<file path="src/port_d_e_defs.vh">
`ifndef PORT_D_E_DEFS_VH
`define PORT_D_E_DEFS_VH

// Register offsets on the software port.
`define OFS_WIDE_PORT_DATA 8'h08
`define OFS_CONTROL_PORT_DATA 8'h09
`define OFS_WIDE_PORT_BIT_SET 8'h0a
`define OFS_WIDE_PORT_BIT_CLEAR 8'h0b
`define OFS_EVENT_STATUS 8'h0c
`define OFS_WIDE_PORT_DIRECTION 8'h88
`define OFS_SLAVE_PORT_CONTROL_STATUS 8'h89
`define OFS_EVENT_MASK 8'h8c

// Field positions of the slave port control/status register.
`define BIT_INPUT_BUFFER_FULL 7
`define BIT_OUTPUT_BUFFER_FULL 6
`define BIT_INPUT_OVERFLOW 5
`define BIT_SLAVE_MODE_SELECT 4
`define BIT_UNUSED 3
`define CTRL_DIR_MSB 2
`define CTRL_DIR_LSB 0

// Control pin positions.
`define PIN_READ_STROBE 0
`define PIN_WRITE_STROBE 1
`define PIN_CHIP_SELECT 2

// Event status and mask positions.
`define EVT_WRITE_DONE 0
`define EVT_READ_DONE 1
`define EVT_OVERFLOW 2

// Reset values.
`define RST_WIDE_PORT_DIRECTION 8'hff
`define RST_CONTROL_DIRECTION 3'h7
`define RST_PORT_LATCH 8'h00
`define RST_EVENT 3'h0

`endif

</file>
<file path="src/port_d_e_slave.v">
// The plain strobed port was chosen for this implementation.
`include "port_d_e_defs.vh"
`default_nettype none

module port_d_e_slave #(
    parameter WIDE_W = 8,
    parameter CTRL_W = 3
) (
    input wire clk_sys,
    input wire reset_n,
    input wire [7:0] reg_addr,
    input wire [7:0] reg_wdata,
    input wire reg_wr,
    input wire reg_rd,
    output reg [7:0] reg_rdata,
    input wire [WIDE_W-1:0] wide_pin_in,
    output reg [WIDE_W-1:0] wide_pin_out,
    output reg [WIDE_W-1:0] wide_pin_oe_n,
    input wire [CTRL_W-1:0] ctrl_pin_in,
    output reg [CTRL_W-1:0] ctrl_pin_out,
    output reg [CTRL_W-1:0] ctrl_pin_oe_n,
    output wire irq
);

    // Two-stage synchronisers for all pin inputs.
    wire [WIDE_W-1:0] wide_sync_ff;
    wire [CTRL_W-1:0] ctrl_sync_ff;

    pin_sync #(
        .W(WIDE_W),
        .IDLE({WIDE_W{1'b0}})
    ) wide_sync (
        .clk_sys(clk_sys),
        .reset_n(reset_n),
        .pin_in(wide_pin_in),
        .sync_ff(wide_sync_ff)
    );

    // Strobes idle high, so reset brings no false strobe.
    pin_sync #(
        .W(CTRL_W),
        .IDLE({CTRL_W{1'b1}})
    ) ctrl_sync (
        .clk_sys(clk_sys),
        .reset_n(reset_n),
        .pin_in(ctrl_pin_in),
        .sync_ff(ctrl_sync_ff)
    );

    // Software-visible state.
    reg [WIDE_W-1:0] wide_latch_ff;
    reg [WIDE_W-1:0] wide_dir_ff;
    reg [WIDE_W-1:0] wide_in_latch_ff;
    reg [CTRL_W-1:0] ctrl_latch_ff;
    reg [CTRL_W-1:0] ctrl_dir_ff;
    reg slave_mode_ff;
    reg ibf_ff;
    reg obf_ff;
    reg input_overflow_flag_ff;
    reg [2:0] evt_status_ff;
    reg [2:0] evt_mask_ff;

    // Slave strobe tracking.
    reg wr_active_ff;
    reg rd_active_ff;

    reg [WIDE_W-1:0] nxt_wide_latch;
    reg [WIDE_W-1:0] nxt_wide_dir;
    reg [WIDE_W-1:0] nxt_wide_in_latch;
    reg [CTRL_W-1:0] nxt_ctrl_latch;
    reg [CTRL_W-1:0] nxt_ctrl_dir;
    reg nxt_slave_mode;
    reg nxt_ibf;
    reg nxt_obf;
    reg nxt_input_overflow_flag;
    reg [2:0] nxt_evt_status;
    reg [2:0] nxt_evt_mask;
    reg nxt_wr_active;
    reg nxt_rd_active;
    reg [7:0] nxt_rdata;

    wire sel_wide_data;
    wire sel_ctrl_data;
    wire sel_bit_set;
    wire sel_bit_clear;
    wire sel_evt_status;
    wire sel_wide_dir;
    wire sel_ctrl_status;
    wire sel_evt_mask;

    assign sel_wide_data = (reg_addr == `OFS_WIDE_PORT_DATA);
    assign sel_ctrl_data = (reg_addr == `OFS_CONTROL_PORT_DATA);
    assign sel_bit_set = (reg_addr == `OFS_WIDE_PORT_BIT_SET);
    assign sel_bit_clear = (reg_addr == `OFS_WIDE_PORT_BIT_CLEAR);
    assign sel_evt_status = (reg_addr == `OFS_EVENT_STATUS);
    assign sel_wide_dir = (reg_addr == `OFS_WIDE_PORT_DIRECTION);
    assign sel_ctrl_status = (reg_addr == `OFS_SLAVE_PORT_CONTROL_STATUS);
    assign sel_evt_mask = (reg_addr == `OFS_EVENT_MASK);

    // Slave strobes are active low and qualified by chip select.
    wire cs_low;
    wire slave_wr_now;
    wire slave_rd_now;
    wire write_done;
    wire read_start;
    wire read_done;
    wire in_read_clear;

    assign cs_low = slave_mode_ff & ~ctrl_sync_ff[`PIN_CHIP_SELECT];
    assign slave_wr_now = cs_low & ~ctrl_sync_ff[`PIN_WRITE_STROBE];
    assign slave_rd_now = cs_low & ~ctrl_sync_ff[`PIN_READ_STROBE];
    assign write_done = wr_active_ff & ~slave_wr_now;
    assign read_start = slave_rd_now & ~rd_active_ff;
    assign read_done = rd_active_ff & ~slave_rd_now;
    assign in_read_clear = reg_rd & sel_wide_data & slave_mode_ff;

    // Control/status register as software reads it.
    reg [7:0] ctrl_status_view;

    always @* begin
        ctrl_status_view = 8'h00;
        ctrl_status_view[`BIT_INPUT_BUFFER_FULL] = ibf_ff;
        ctrl_status_view[`BIT_OUTPUT_BUFFER_FULL] = obf_ff;
        ctrl_status_view[`BIT_INPUT_OVERFLOW] = input_overflow_flag_ff;
        ctrl_status_view[`BIT_SLAVE_MODE_SELECT] = slave_mode_ff;
        ctrl_status_view[`BIT_UNUSED] = 1'b0;
        ctrl_status_view[`CTRL_DIR_MSB:`CTRL_DIR_LSB] = ctrl_dir_ff;
    end

    always @* begin
        nxt_wide_latch = wide_latch_ff;
        nxt_wide_dir = wide_dir_ff;
        nxt_wide_in_latch = wide_in_latch_ff;
        nxt_ctrl_latch = ctrl_latch_ff;
        nxt_ctrl_dir = ctrl_dir_ff;
        nxt_slave_mode = slave_mode_ff;
        nxt_ibf = ibf_ff;
        nxt_obf = obf_ff;
        nxt_input_overflow_flag = input_overflow_flag_ff;
        nxt_evt_status = evt_status_ff;
        nxt_evt_mask = evt_mask_ff;
        nxt_wr_active = slave_wr_now;
        nxt_rd_active = slave_rd_now;
        nxt_rdata = 8'h00;

        // Software writes.
        if (reg_wr) begin
            if (sel_wide_data) begin
                nxt_wide_latch = reg_wdata[WIDE_W-1:0];
                if (slave_mode_ff) begin
                    nxt_obf = 1'b1;
                end
            end else if (sel_ctrl_data) begin
                nxt_ctrl_latch = reg_wdata[CTRL_W-1:0];
            end else if (sel_bit_set) begin
                nxt_wide_latch = wide_sync_ff | reg_wdata[WIDE_W-1:0];
            end else if (sel_bit_clear) begin
                nxt_wide_latch = wide_sync_ff & ~reg_wdata[WIDE_W-1:0];
            end else if (sel_evt_status) begin
                nxt_evt_status = evt_status_ff & ~reg_wdata[2:0];
            end else if (sel_wide_dir) begin
                nxt_wide_dir = reg_wdata[WIDE_W-1:0];
            end else if (sel_ctrl_status) begin
                nxt_slave_mode = reg_wdata[`BIT_SLAVE_MODE_SELECT];
                nxt_ctrl_dir = reg_wdata[`CTRL_DIR_MSB:`CTRL_DIR_LSB];
                nxt_input_overflow_flag = input_overflow_flag_ff & reg_wdata[`BIT_INPUT_OVERFLOW];
            end else if (sel_evt_mask) begin
                nxt_evt_mask = reg_wdata[2:0];
            end
        end

        // Only a read of the input latch, or leaving slave mode, clears input full.
        if (in_read_clear) begin
            nxt_ibf = 1'b0;
        end

        // External master write: capture while active, flag at release.
        if (slave_wr_now) begin
            nxt_wide_in_latch = wide_sync_ff;
        end
        if (write_done) begin
            nxt_ibf = 1'b1;
            nxt_evt_status[`EVT_WRITE_DONE] = 1'b1;
            if (ibf_ff && !in_read_clear) begin
                nxt_input_overflow_flag = 1'b1;
                nxt_evt_status[`EVT_OVERFLOW] = 1'b1;
            end
        end

        // External master read: output full drops at start.
        // A refill by software in the same cycle wins over the clear.
        if (read_start && !(reg_wr && sel_wide_data)) begin
            nxt_obf = 1'b0;
        end
        if (read_done) begin
            nxt_evt_status[`EVT_READ_DONE] = 1'b1;
        end

        // Full flags forced clear outside slave mode; overflow stays.
        if (!nxt_slave_mode) begin
            nxt_ibf = 1'b0;
            nxt_obf = 1'b0;
            nxt_wr_active = 1'b0;
            nxt_rd_active = 1'b0;
        end

        // Software reads, answered one cycle later.
        if (reg_rd) begin
            if (sel_wide_data) begin
                if (slave_mode_ff) begin
                    nxt_rdata = wide_in_latch_ff;
                end else begin
                    nxt_rdata = wide_sync_ff;
                end
            end else if (sel_ctrl_data) begin
                nxt_rdata = {5'h00, ctrl_sync_ff};
            end else if (sel_bit_set || sel_bit_clear) begin
                nxt_rdata = wide_sync_ff;
            end else if (sel_evt_status) begin
                nxt_rdata = {5'h00, evt_status_ff};
            end else if (sel_wide_dir) begin
                nxt_rdata = wide_dir_ff;
            end else if (sel_ctrl_status) begin
                nxt_rdata = ctrl_status_view;
            end else if (sel_evt_mask) begin
                nxt_rdata = {5'h00, evt_mask_ff};
            end
        end
    end

    always @(posedge clk_sys or negedge reset_n) begin
        if (!reset_n) begin
            wide_latch_ff <= `RST_PORT_LATCH;
            wide_dir_ff <= `RST_WIDE_PORT_DIRECTION;
            wide_in_latch_ff <= `RST_PORT_LATCH;
            ctrl_latch_ff <= `RST_CONTROL_DIRECTION & 3'h0;
            ctrl_dir_ff <= `RST_CONTROL_DIRECTION;
            slave_mode_ff <= 1'b0;
            ibf_ff <= 1'b0;
            obf_ff <= 1'b0;
            input_overflow_flag_ff <= 1'b0;
            evt_status_ff <= `RST_EVENT;
            evt_mask_ff <= `RST_EVENT;
            wr_active_ff <= 1'b0;
            rd_active_ff <= 1'b0;
            reg_rdata <= 8'h00;
        end else begin
            wide_latch_ff <= nxt_wide_latch;
            wide_dir_ff <= nxt_wide_dir;
            wide_in_latch_ff <= nxt_wide_in_latch;
            ctrl_latch_ff <= nxt_ctrl_latch;
            ctrl_dir_ff <= nxt_ctrl_dir;
            slave_mode_ff <= nxt_slave_mode;
            ibf_ff <= nxt_ibf;
            obf_ff <= nxt_obf;
            input_overflow_flag_ff <= nxt_input_overflow_flag;
            evt_status_ff <= nxt_evt_status;
            evt_mask_ff <= nxt_evt_mask;
            wr_active_ff <= nxt_wr_active;
            rd_active_ff <= nxt_rd_active;
            reg_rdata <= nxt_rdata;
        end
    end

    // Pin drivers, registered. Enable is active low.
    reg [WIDE_W-1:0] nxt_wide_oe_n;
    reg [CTRL_W-1:0] nxt_ctrl_oe_n;

    always @* begin
        if (slave_mode_ff) begin
            // Bus driven only during a selected external read.
            nxt_wide_oe_n = {WIDE_W{~slave_rd_now}};
            nxt_ctrl_oe_n = {CTRL_W{1'b1}};
        end else begin
            nxt_wide_oe_n = wide_dir_ff;
            nxt_ctrl_oe_n = ctrl_dir_ff;
        end
    end

    always @(posedge clk_sys or negedge reset_n) begin
        if (!reset_n) begin
            wide_pin_out <= `RST_PORT_LATCH;
            wide_pin_oe_n <= {WIDE_W{1'b1}};
            ctrl_pin_out <= {CTRL_W{1'b0}};
            ctrl_pin_oe_n <= {CTRL_W{1'b1}};
        end else begin
            wide_pin_out <= nxt_wide_latch;
            wide_pin_oe_n <= nxt_wide_oe_n;
            ctrl_pin_out <= nxt_ctrl_latch;
            ctrl_pin_oe_n <= nxt_ctrl_oe_n;
        end
    end

    // Level interrupt while any unmasked event is pending.
    wire [2:0] evt_pending;

    assign evt_pending = evt_status_ff & evt_mask_ff;
    assign irq = |evt_pending;

endmodule // port_d_e_slave

// Two-flop synchroniser; IDLE is the level held through reset.
module pin_sync #(
    parameter W = 8,
    parameter [W-1:0] IDLE = {W{1'b0}}
) (
    input wire clk_sys,
    input wire reset_n,
    input wire [W-1:0] pin_in,
    output reg [W-1:0] sync_ff
);

    // Only the second stage reads the first.
    reg [W-1:0] meta_ff;

    always @(posedge clk_sys or negedge reset_n) begin
        if (!reset_n) begin
            meta_ff <= IDLE;
            sync_ff <= IDLE;
        end else begin
            meta_ff <= pin_in;
            sync_ff <= meta_ff;
        end
    end

endmodule // pin_sync

`default_nettype wire

</file>
<file path="config.mk">
export PLATFORM = sky130hd
export DESIGN_NAME = port_d_e_slave
export DESIGN_NICKNAME = d
export VERILOG_FILES = /design/src/port_d_e_slave.v
export VERILOG_INCLUDE_DIRS = /design/src
export SDC_FILE = /design/constraint.sdc
export NUM_CORES = 1
export LEC_CHECK = 0
export ABC_AREA = 1
export BUFFER_PORTS_ARGS = -buffer_cell sky130_fd_sc_hd__buf_2
export CAP_MARGIN = 10
export CORE_UTILIZATION = 51
export CTS_CLUSTER_SIZE = 24
export DETAILED_ROUTE_END_ITERATION = 8
export HOLD_SLACK_MARGIN = 0.15
export MAX_ROUTING_LAYER = met4
export PLACE_DENSITY = 0.7
export SLEW_MARGIN = 10
export SYNTH_ARGS = -nofsm -noshare
export SYNTH_HDL_FRONTEND = slang
export SYNTH_SLANG_ARGS = --single-unit
</file>
<file path="constraint.sdc">
create_clock -name clk_sys -period 1.42 [get_ports clk_sys]
set_input_delay 0.284 -clock clk_sys [delete_from_list [all_inputs] [get_ports clk_sys]]
set_output_delay 0.284 -clock clk_sys [all_outputs]
set_load 0.02 [all_outputs]
</file>
==> summary by stage, run 1 <==
Placed design
Buffers placed on the I/O ports in this run total 61. Once placement finished, the instance area stood at 0.00421 sq mm. The weighted congestion at the end of routability-driven global placement is 0.930. Once detailed placement completed, the half-perimeter wirelength came to 5820 um. The total instance count after detailed placement is 557.

Critical path
The data arrival time at the worst-slack endpoint is 1070 ps. The worst setup path category is register to output port. The kind of end point of the critical path is an output port.

The first element of the critical path is evt_status_ff[0]$_DFFE_PN0P_. The element type at the critical path start is a register. At the worst endpoint, the required time is 1140 ps.

In this run the critical register-to-register path is launched from ctrl_sync.sync_ff[2]$_DFF_PN1_. In this run the worst path has a maximum fanout of 4.

Timing
In this run the tightest slew margin relative to its limit is 0.767. The hold slack is 192 ps. For the pin with the worst max-slew slack, the measured transition is 350 ps. The final hold violation count was 0. The worst path in the final design needs a cycle of 1350 ps, including I/O delays and setup.

Setup repair after global routing left no endpoint under its margin. Static timing analysis puts the maximum clock frequency at 741 MHz. The count of endpoints failing setup in the final report is 0.

The max-slew violation count came to 0. The worst clock skew on the final layout is 9.37 ps. Summed over all failing endpoints, the final setup total negative slack is 0 ps. Of the available clock period, the critical path in the final layout requires 0.951.

Floorplan
In this run the standard cell core region covers 0.00679 sq mm. The initial utilization of the core area, before any placement, comes to 0.530. The count of boundary I/O pins is 62. The area of the die is 0.00740 sq mm.

Row generation in the floorplan step produced 30 rows. In this run the horizontal extent of the chip is 86 um. The floorplan die height is 86 um.

Yosys
The proportion of synthesized chip area in sequential cells is 0.587. The number of standard cells after synthesis is 386. The post-synthesis instance area is 0.00360 sq mm. The number of nets produced by synthesis is 417.

The netlist uses 30 different library cells. The flop and latch count out of synthesis is 83. The average size of a mapped cell is 9.32 sq um.

The top-area cell type share of the netlist area is 0.382. The top cell type by total area after synthesis is dfrtp_1. The count of warnings emitted by yosys is 0. Sorting the synthesized cells by area gives the leading types as dfrtp_1 (38%), dfstp_2 (20%), nand2_1 (10%), o21ai_0 (4.5%), inv_1 (3.9%).

Finish
Of the cells placed in the final design, the portion with a size suffix greater than 1 is 0.344. The top cell types in the final layout, fill and taps aside, are nand2_1 (96), buf_2 (60), dfrtp_1 (55), inv_1 (37), o21ai_0 (32). Leaving out filler cells and counting taps, the final layout contains 585. The design area is 0.00450 sq mm. Measured on the finished design, the core utilization comes to 0.662. Leaving out fill and tap cells, the most frequent cell in the layout is nand2_1. The area growth from synthesis to layout is 25.0%.

The repair_antennas step left the layout with diodes totalling 0. The net count of the finished layout is 515.

Route
For this block, the via count after detailed routing is 2899. The first TritonRoute pass finished after 4 iterations. The iteration-0 DRC count of the detailed router is 140.

After detailed routing, the average wire length per cell comes to 13.4 um. Dividing the detail-routed via count by the number of cells gives 4.96. The number of routed nets with antenna violations is 0. The post-route DRC violation count is 0. The wire length reported by the detailed router is 7870 um.

Clock network
The clock-pin slew of the registers on the worst-case setup and hold paths is 80 ps. In this run the clock root is driven by a clkbuf_8. The clock sink count is 83. Clock tree synthesis inserted a total of 9 buffers. The source-to-sink clock delay at the later pin of the worst-skew pair is 340 ps. Post-CTS timing repair inserted 0 buffers for setup. TritonCTS built the clock tree. The H-tree was split into 3 levels.

In this run the deepest clock path goes through 2 buffers.

Global routing
The largest net degree at the start of global routing is 35. Global routing finished with a remaining overflow of 0. The number of antenna violations at the first check in global routing is 0. The global-route wire length before repair is 13200 um. The via count of the first global-routing pass is 2746. Across every metal layer, demand over resource in global routing totals 0.245.

Power
The internal power component is 3.44 mW. The part of the total power dissipated in sequential elements is 0.565. In this run the power spent charging and discharging nets is 1.19 mW.

The clock network fraction of total power is 0.314. The power density normalized to cell area is 1030 mW/mm^2. For this design the static power due to leakage is 2.27 nW.

Across the VDD grid, the largest voltage drop is 0.724 mV. Of the total power, combinational logic draws 0.121. Of the total power, the share spent switching nets is 0.257.

Flow run
The max capacitance violation total is 0.

Min path
The class of the tightest hold or removal check is primary input to register. The origin of the worst min-delay path is reg_wdata[3].

Outcome
The run finished with clean final reports.
[per-layer routing]
layer / wire (um) / track usage
met5: 0 / -
met4: 159 / 0.0848
met3: 426 / 0.0462
met2: 3800 / 0.381
met1: 3480 / 0.325
[Yosys cell counts]
cell       number
a21oi_1        14
a31oi_1         5
buf_2           4
buf_4           1
buf_6           2
clkbuf_1        4
dfrtp_1        55
dfstp_2        28
inv_1          37
inv_2          15
nand2_1        96
nand2_2         6
nand2_4         5
nand3_1        17
nand4_1         2
nand4_2         1
nor2_1         20
nor2_2          1
nor2_4          1
nor2_8          2
nor3_1          7
nor3_4          2
o2111ai_1       4
o211ai_1        2
o21ai_0        32
o21ai_1        11
o21ai_2         6
o221ai_1        2
or2_2           3
or3_1           1
[through the flow]
stage / setup slack, ps / power [mW]
4_1_cts: 37.7 / 4.68
5_1_grt: 8.07 / 4.85
3_3_place_gp: -134 / 3.18
3_5_place_dp: -180 / 3.20
6_report: 70.1 / 4.63
2_1_floorplan: 109 / 2.95
[logic make-up (layout without fill, tap and decap cells)]
logic type | Yosys count | count (layout) | share of synthesized area
DFF | 83 | 83 | 0.587
and+or+nand+nor | 164 | 164 | 0.219
buffers and inverters | 63 | 166 | 0.0723
AOI/OAI and AO/OA | 76 | 76 | 0.121
[power by group through the flow]
stage / Combinational [mW] / Clock (mW) / Sequential, mW
finish: 0.559 / 1.45 / 2.61
global route: 0.629 / 1.59 / 2.63
CTS: 0.565 / 1.50 / 2.61
detailed placement: 0.539 / 0 / 2.66
global placement: 0.525 / 0 / 2.65
floorplan: 0.248 / 0 / 2.70
[repair_timing]
| action | CTS | global route |
|---|---|---|
| gates resized for setup | 0 | 0 |
| endpoints found under the hold margin | 31 | 0 |
| hold buffers | 12 | 0 |
[final timing paths]
check / cells after the start / endpoint / slack (ps)
max reg2reg: 6 / evt_status_ff[0]$_DFFE_PN0P_ / 140
min: 3 / wide_dir_ff[3]$_DFFE_PN1P_ / 190
min in group asynchronous: 2 / ibf_ff$_DFFE_PN0P_ / 390
max: 3 / irq / 70
max in group asynchronous: 3 / ctrl_sync.sync_ff[1]$_DFF_PN1_ / 480
min reg2reg: 0 / wide_sync.sync_ff[4]$_DFF_PN0_ / 350
[area by class of cell]
class                      count  area, sq um
clock buffer                  14          153
clock inverter                 2         12.5
fill                         558         2300
inverter                      52          195
multi-input combinational    240         1230
sequential                    83         2110
tap                           96          120
timing repair buffer          98          678
[flip-flops by register name, indices dropped and copies added (netlist names), 3 cells and up]
register	flops
wide_sync.sync_ff	8
evt_status_ff	3
wide_pin_out	8
wide_dir_ff	8
ctrl_sync.meta_ff	3
wide_in_latch_ff	8
ctrl_pin_out	3
evt_mask_ff	3
ctrl_dir_ff	3
wide_sync.meta_ff	8
ctrl_sync.sync_ff	3
ctrl_pin_oe_n	3
wide_pin_oe_n	8
reg_rdata	8
[worst max-delay path: stages (launching register included)]
cell and delay [ps]:
dfrtp_1 420, nand2_1 80, nand3_1 70, buf_2 160
(Power assumes the default switching activity.)
==> inputs of run 2 (changes only) <==
BUFFER_PORTS_ARGS = not set   (was -buffer_cell sky130_fd_sc_hd__buf_2)
DONT_BUFFER_PORTS = 1   (was not set)
PLACE_DENSITY = 0.62   (was 0.7)
==> summary by stage, run 2 (synthesized netlist as in run 1, its figures left out) <==
Route
The detailed-route wire length on metal 1 is 3600 um (+3.3%). The post-route DRC violation count is 0 (unchanged). The wire length reported by the detailed router came to 8140 um (+3.4%). The total met3 wirelength after detailed routing is 429 um (+0.70%). The iteration-0 DRC count of the detailed router was 156 (+11%). The wire length per cell after detailed routing came to 15.4 um (+15%). The detailed-routing iteration count for the pre-antenna-repair pass is 4 (unchanged). The highest layer touched by signal routing is met4.

The total number of vias is 2741 (-5.5%). The number of routed nets with antenna violations came to 0 (unchanged). The sum of met2 wire segment lengths after detailed routing is 3980 um (+4.7%).

The post-detailed-route via-to-cell ratio came to 5.19 (+4.8%).

Critical path
The cell depth of the worst flop-to-flop path is 6 (unchanged). The kind of end point of the critical path is an output port. The data required time at the worst endpoint is 1140 ps (about the same). The startpoint identified for the worst register-to-register timing path is ctrl_sync.sync_ff[2]$_DFF_PN1_. The maximum net fanout on the critical path came to 4 (unchanged). The worst setup path is launched from a register. The data arrival time at the worst-slack endpoint is 1070 ps (about the same). The reg-to-reg setup timing slack is 120 ps (-20 ps).

The endpoint of the worst register-to-register path is evt_status_ff[0]$_DFFE_PN0P_. The worst setup path category is register to output port.

Floorplan
The area of the die was 0.00740 sq mm (unchanged). The number of cell rows was 30 (unchanged). The effective utilization at floorplan is 0.530 (unchanged). The core region area is 0.00679 sq mm (unchanged).

The count of boundary I/O pins is 62 (unchanged). The floorplan die height is 86 um (unchanged). The die extent in x came to 86 um (unchanged).

Placed design
The estimated wirelength of the detail-placed design is 5570 um (-4.3%). The weighted congestion at the end of routability-driven global placement is 0.907 (-2.5%). The total instance count after detailed placement came to 491 (-12%). The cell area reported after detailed placement is 0.00382 sq mm (-9.4%). The number of port buffers is 0 (-100%).

Timing
The max-slew headroom at the worst pin was 0.742 (-0.0247). The post-route minimum period was 1350 ps (-0.772 ps). The max-slew violation count is 0 (unchanged). The timing-limited maximum frequency is 741 MHz (about the same). The part of the cycle the worst path needs came to 0.950 (about the same). The final-layout setup total negative slack was 0 ps (unchanged). The final hold violation count is 83 (+83). Setup repair after global routing left no endpoint under its margin. The count of endpoints failing setup in the final report is 0 (unchanged). The hold slack is -371 ps (-564 ps). The worst clock skew on the final layout was 8.01 ps (-1.37 ps). The actual slew at the worst max-slew pin was 386 ps (+35.8 ps).

Finish
The design area is 0.00424 sq mm (-5.8%). The top cell types in the final layout, fill and taps aside, are nand2_1 (96), dfrtp_1 (55), inv_1 (37), o21ai_0 (32), dfstp_2 (28). The number of nets in the finished design came to 458 (-11%). From synthesis to final layout, the design area changed by 17.8%.

The most common cell after layout, fill and taps aside is nand2_1. The antenna diode count is 0 (unchanged). The share of cells above drive strength 1 is 0.245 (-0.0982). The non-filler instance count after layout is 528 (-9.7%).

Global routing
The global-route usage over all layers is 0.250 (+0.00479). The largest net degree at the start of global routing is 84 (+140%). The via count of the first global-routing pass is 2742 (-0.15%).

The number of antenna violations at the first check in global routing is 0 (unchanged). The total grt overflow is 0 (unchanged). The global-route wire length before repair is 13300 um (+0.52%).

Clock network
The clock-pin slew of the registers on the worst-case setup and hold paths is 90 ps (about the same). TritonCTS built the clock tree. The source-to-sink clock delay at the later pin of the worst-skew pair is 350 ps (about the same). The clock tree root buffer cell is clkbuf_8.

The number of hold-repair buffers added at the cts stage is 21 (+9). The number of buffers added for setup after CTS is 0 (unchanged). The post-cts gate resize count is 0 (unchanged). The number of buffers on the longest clock path was 2 (unchanged).

The number of H-tree branching levels was 3 (unchanged). The TritonCTS buffer count was 9 (unchanged). The clock sink count is 83 (unchanged).

Flow run
The max capacitance violation total is 0 (unchanged).

Power
The worst IR drop on VDD is 0.634 mV (-12%). The power after layout is 4.81 mW (+3.9%). The reported leakage power came to 2.03 nW (-10%). The power density normalized to cell area is 1130 mW/mm^2 (+10%).

Outcome
The checks that failed: negative hold slack. The run finished, with violations left.

Min path
The tightest min-delay check is of the primary input to async pin type.
-- run 2: final cells by class --
class | count | area (sq um)
Multi-Input combinational cell | 240 | 1230
Clock buffer | 11 | 151
Clock inverter | 5 | 60.1
Tap cell | 96 | 120
Sequential cell | 83 | 2110
Fill cell | 584 | 2560
Inverter | 52 | 195
Timing Repair Buffer | 41 | 373
-- run 2: power breakdown --
group	switching (mW)	internal [mW]	total, mW
registers	0.143	2.54	2.68
logic	0.212	0.155	0.367
clock network	0.839	0.915	1.75
-- run 2: through the flow --
stage	worst slack [ps]	util	hold WS (ps)
after floorplan	109	-	-11.6
after global placement	-60.7	0.562	-9.35
after detailed placement	-54.9	0.562	-9.27
after CTS	53.9	0.624	-403
after global routing	6.15	0.624	-400
final	70.9	0.624	-371
-- run 2: layer usage --
metal | up-vias | global-route usage
li1 | 1328 | -
met1 | 1313 | 0.317
met2 | 88 | 0.392
met4 | 0 | 0.100
met5 | - | -
met3 | 12 | 0.0539
-- run 2: worst max-delay path by stage --
stage	start	endpoint	slack, ps
5_1_grt	evt_status_ff[0]$_DFFE_PN0P_	irq	6
3_5_place_dp	reg_addr[4]	reg_rdata[7]$_DFF_PN0_	-50
3_3_place_gp	reg_addr[4]	reg_rdata[5]$_DFF_PN0_	-60
6_report	evt_status_ff[0]$_DFFE_PN0P_	irq	70
4_1_cts	evt_status_ff[0]$_DFFE_PN0P_	irq	50
2_1_floorplan	reg_addr[4]	wide_pin_out[6]$_DFFE_PN0P_	110
-- run 2: worst max-delay path: stages, from the launching register on --
cell	delay [ps]
dfrtp_1	420
nand2_1	80
nand3_1	210
==> inputs of run 3 (changes only) <==
ABC_AREA = 0   (was 1)
SKIP_LAST_GASP = 1   (was not set)
==> summary by stage, run 3 <==
Outcome
The run finished, with violations left. The final reports fail on design-rule violations, negative hold slack, negative setup slack.

Timing
The worst clock skew on the final layout is 12.0 ps (+3.95 ps). The actual slew at the worst max-slew pin is 372 ps (-13.5 ps). The max-slew headroom at the worst pin is 0.751 (+0.00921).

The post-route minimum period came to 1580 ps (+233 ps). The timing-limited maximum frequency was 632 MHz (-15%). The final hold violation count is 83 (unchanged). The hold slack is -370 ps (+1.18 ps). The part of the cycle the worst path needs was 1.11 (+0.164).

The max-slew violation count is 0 (unchanged). The worst-case setup margin in the final layout is -162 ps (-233 ps). Setup repair after global routing could not meet its margin everywhere. The count of endpoints failing setup in the final report came to 1 (+1).

Floorplan
The core region area is 0.00649 sq mm (-4.4%). The effective utilization at floorplan was 0.540 (+0.0107). The area of the die came to 0.00722 sq mm (-2.4%).

The floorplan die height is 85.0 um (-1.2%). The die extent in x came to 85.0 um (-1.2%). The count of boundary I/O pins is 62 (unchanged). The number of cell rows is 29 (-3.3%).

Global routing
The number of antenna violations at the first check in global routing was 0 (unchanged). The largest net degree at the start of global routing is 84 (unchanged). The global-route wire length before repair is 12600 um (-5.3%). The total grt overflow came to 0 (unchanged).

The global-route usage over all layers is 0.240 (-0.0104). The via count of the first global-routing pass is 2395 (-13%).

Route
The detailed-routing iteration count for the pre-antenna-repair pass is 7 (+3). The post-detailed-route via-to-cell ratio is 5.75 (+11%). The number of routed nets with antenna violations is 0 (unchanged). The iteration-0 DRC count of the detailed router was 119 (-24%). The wire length per cell after detailed routing is 18.9 um (+23%). The wire length reported by the detailed router is 7680 um (-5.6%). The total number of vias is 2342 (-15%). The post-route DRC violation count is 6 (+6).

Yosys
Yosys attributes the largest share of cell area to dfrtp_1 (39%), dfstp_2 (21%), mux2_2 (9.3%), nor2_1 (2.4%), nor2b_1 (2.3%). Among all flip-flop cells after synthesis, the most frequent one is dfrtp_1. The largest total area in the synthesized netlist belongs to dfrtp_1. The post-synthesis instance area came to 0.00351 sq mm (-2.5%). Yosys instantiated no cell more often than dfrtp_1. The number of distinct library cells after synthesis is 44 (+47%). The number of nets produced by synthesis is 311 (-25%). The top-area cell type share of the netlist area is 0.392 (+0.00968). The count of warnings emitted by yosys is 0 (unchanged). The share of flip-flops with an asynchronous set or reset after synthesis is 1.00 (unchanged). The average size of a mapped cell is 12.5 sq um (+34%).

The flop and latch count out of synthesis was 83 (unchanged). The commonest cells after synthesis are dfrtp_1 (55), mux2_2 (29), dfstp_2 (28). The number of standard cells after synthesis is 280 (-27%). The number of synthesized flops with an enable pin came to 0 (unchanged). The proportion of synthesized chip area in sequential cells is 0.602 (+0.0149).

Finish
The antenna diode count is 0 (unchanged). The fill cell instance count of the final layout is 470 (-20%). Compared with the post-synthesis result, the final layout area differs by 20.7%. The design area came to 0.00424 sq mm (about the same).

The library cells used most frequently in the layout, excluding fill and tap cells, are dfrtp_1 (55), mux2_2 (29), dfstp_2 (28). The number of nets in the finished design came to 356 (-22%). The share of cells above drive strength 1 is 0.355 (+0.109). Leaving out fill and tap cells, the most frequent cell in the layout is dfrtp_1.

Flow run
The max capacitance violation total came to 0 (unchanged).

Clock network
The TritonCTS buffer count is 9 (unchanged). The clock-pin slew of the registers on the worst-case setup and hold paths is 80 ps (about the same). The number of H-tree branching levels is 3 (unchanged). The clock sink count is 83 (unchanged). The number of buffers on the longest clock path is 2 (unchanged). The source-to-sink clock delay at the later pin of the worst-skew pair is 340 ps (about the same).

The clock tree root buffer cell is clkbuf_8. TritonCTS built the clock tree. The number of hold-repair buffers added at the cts stage is 21 (unchanged).

Placed design
The weighted congestion at the end of routability-driven global placement is 0.847 (-6.6%). The cell area reported after detailed placement is 0.00377 sq mm (-1.2%). The number of port buffers is 0 (unchanged).

The estimated wirelength of the detail-placed design is 5350 um (-3.9%). The worst setup slack after placement is -164 ps (-109 ps).

Power
The power density normalized to cell area is 1140 mW/mm^2 (+0.82%). The reported leakage power is 1.80 nW (-12%). The worst IR drop on VDD is 0.748 mV (+18%).

Critical path
The worst setup path is captured at an output port. The data arrival time at the worst-slack endpoint is 1300 ps (+230 ps). The data required time at the worst endpoint is 1140 ps (about the same). The critical path in this run is classified as register to output port.

The worst setup path is launched from a register. The maximum net fanout on the critical path is 2 (-2).

Min path
The class of the tightest hold or removal check is primary input to async pin.
==> run 3: cell count changes after synthesis, sizes merged, moves of 5 or more <==
cell / delta
nand2b: +5
a22oi: +9
o22ai: +6
a21boi: +5
nor2b: +13
nand2: -86
inv: -49
mux2: +32
o21ai: -34
nand3: -7
a21oi: -12
==> run 3: cells by family (layout without fill, tap and decap cells) <==
kind of cell | Yosys count | after routing | synth area share
flops | 83 | 83 | 0.602
buf+inv | 14 | 64 | 0.0168
mux | 36 | 36 | 0.117
simple gates | 93 | 93 | 0.157
compound gates | 54 | 54 | 0.108
==> run 3: metrics by stage <==
stage	setup TNS [ps]	hold WS, ps	utilization	total power [mW]	std cells
6_report	-162	-370	0.652	4.84	407
4_1_cts	-209	-391	0.650	4.89	407
3_5_place_dp	-2690	-9.06	0.580	2.99	367
5_1_grt	-333	-401	0.652	5.05	407
2_1_floorplan	-1340	-11.6	-	2.94	280
3_3_place_gp	-2510	-8.84	0.580	2.99	367
==> run 3: final cells by class <==
class / count / area, sq um / area share
inverter: 3 / 11.3 / 0.00266
timing repair buffer: 45 / 410 / 0.0969
clock buffer: 12 / 145 / 0.0343
clock inverter: 4 / 75.1 / 0.0177
multi-input combinational: 183 / 1390 / 0.327
sequential: 83 / 2110 / 0.499
tap: 77 / 96.3 / 0.0227
==> run 3: report_power, final <==
group | internal [mW] | switching [mW] | total, mW
Sequential | 2.55 | 0.148 | 2.70
Combinational | 0.193 | 0.129 | 0.322
Clock | 1.04 | 0.786 | 1.83
==> run 3: critical path, cell delays in order, from the launching register on <==
cell	delay (ps)
dfrtp_1	400
a222oi_1	370
inv_1	190
==> run 3: metal layers <==
| metal | share of wire | up-vias | global-route usage |
|---|---|---|---|
| li1 | - | 1101 | - |
| met4 | 0.0077 | 0 | 0.0755 |
| met1 | 0.48 | 1161 | 0.328 |
| met2 | 0.46 | 74 | 0.358 |
| met3 | 0.054 | 6 | 0.0535 |
| met5 | 0 | - | - |
==> run 3: repair_timing <==
item / CTS / global route
setup buffers: 3 / 0
hold endpoints to repair: 126 / 83
resized for setup: 0 / 4
setup endpoints to repair: 2 / 4
pin swaps: 1 / 0
==> run 3: worst paths after layout <==
| check | from | end | slack [ps] | cells past startpoint |
|---|---|---|---|---|
| max | evt_status_ff[0]$_DFFE_PN0P_ | irq | -160 | 2 |
| max reg2reg | slave_mode_ff$_DFF_PN0_ | reg_rdata[0]$_DFF_PN0_ | 20 | 6 |
| max in group asynchronous | reset_n | ctrl_sync.sync_ff[1]$_DFF_PN1_ | 1600 | 0 |
| min | reset_n | reg_rdata[2]$_DFF_PN0_ | -370 | 0 |
| min in group clk_sys | reg_addr[6] | reg_rdata[6]$_DFF_PN0_ | 170 | 3 |
| min reg2reg | wide_sync.meta_ff[0]$_DFF_PN0_ | wide_sync.sync_ff[0]$_DFF_PN0_ | 360 | 0 |
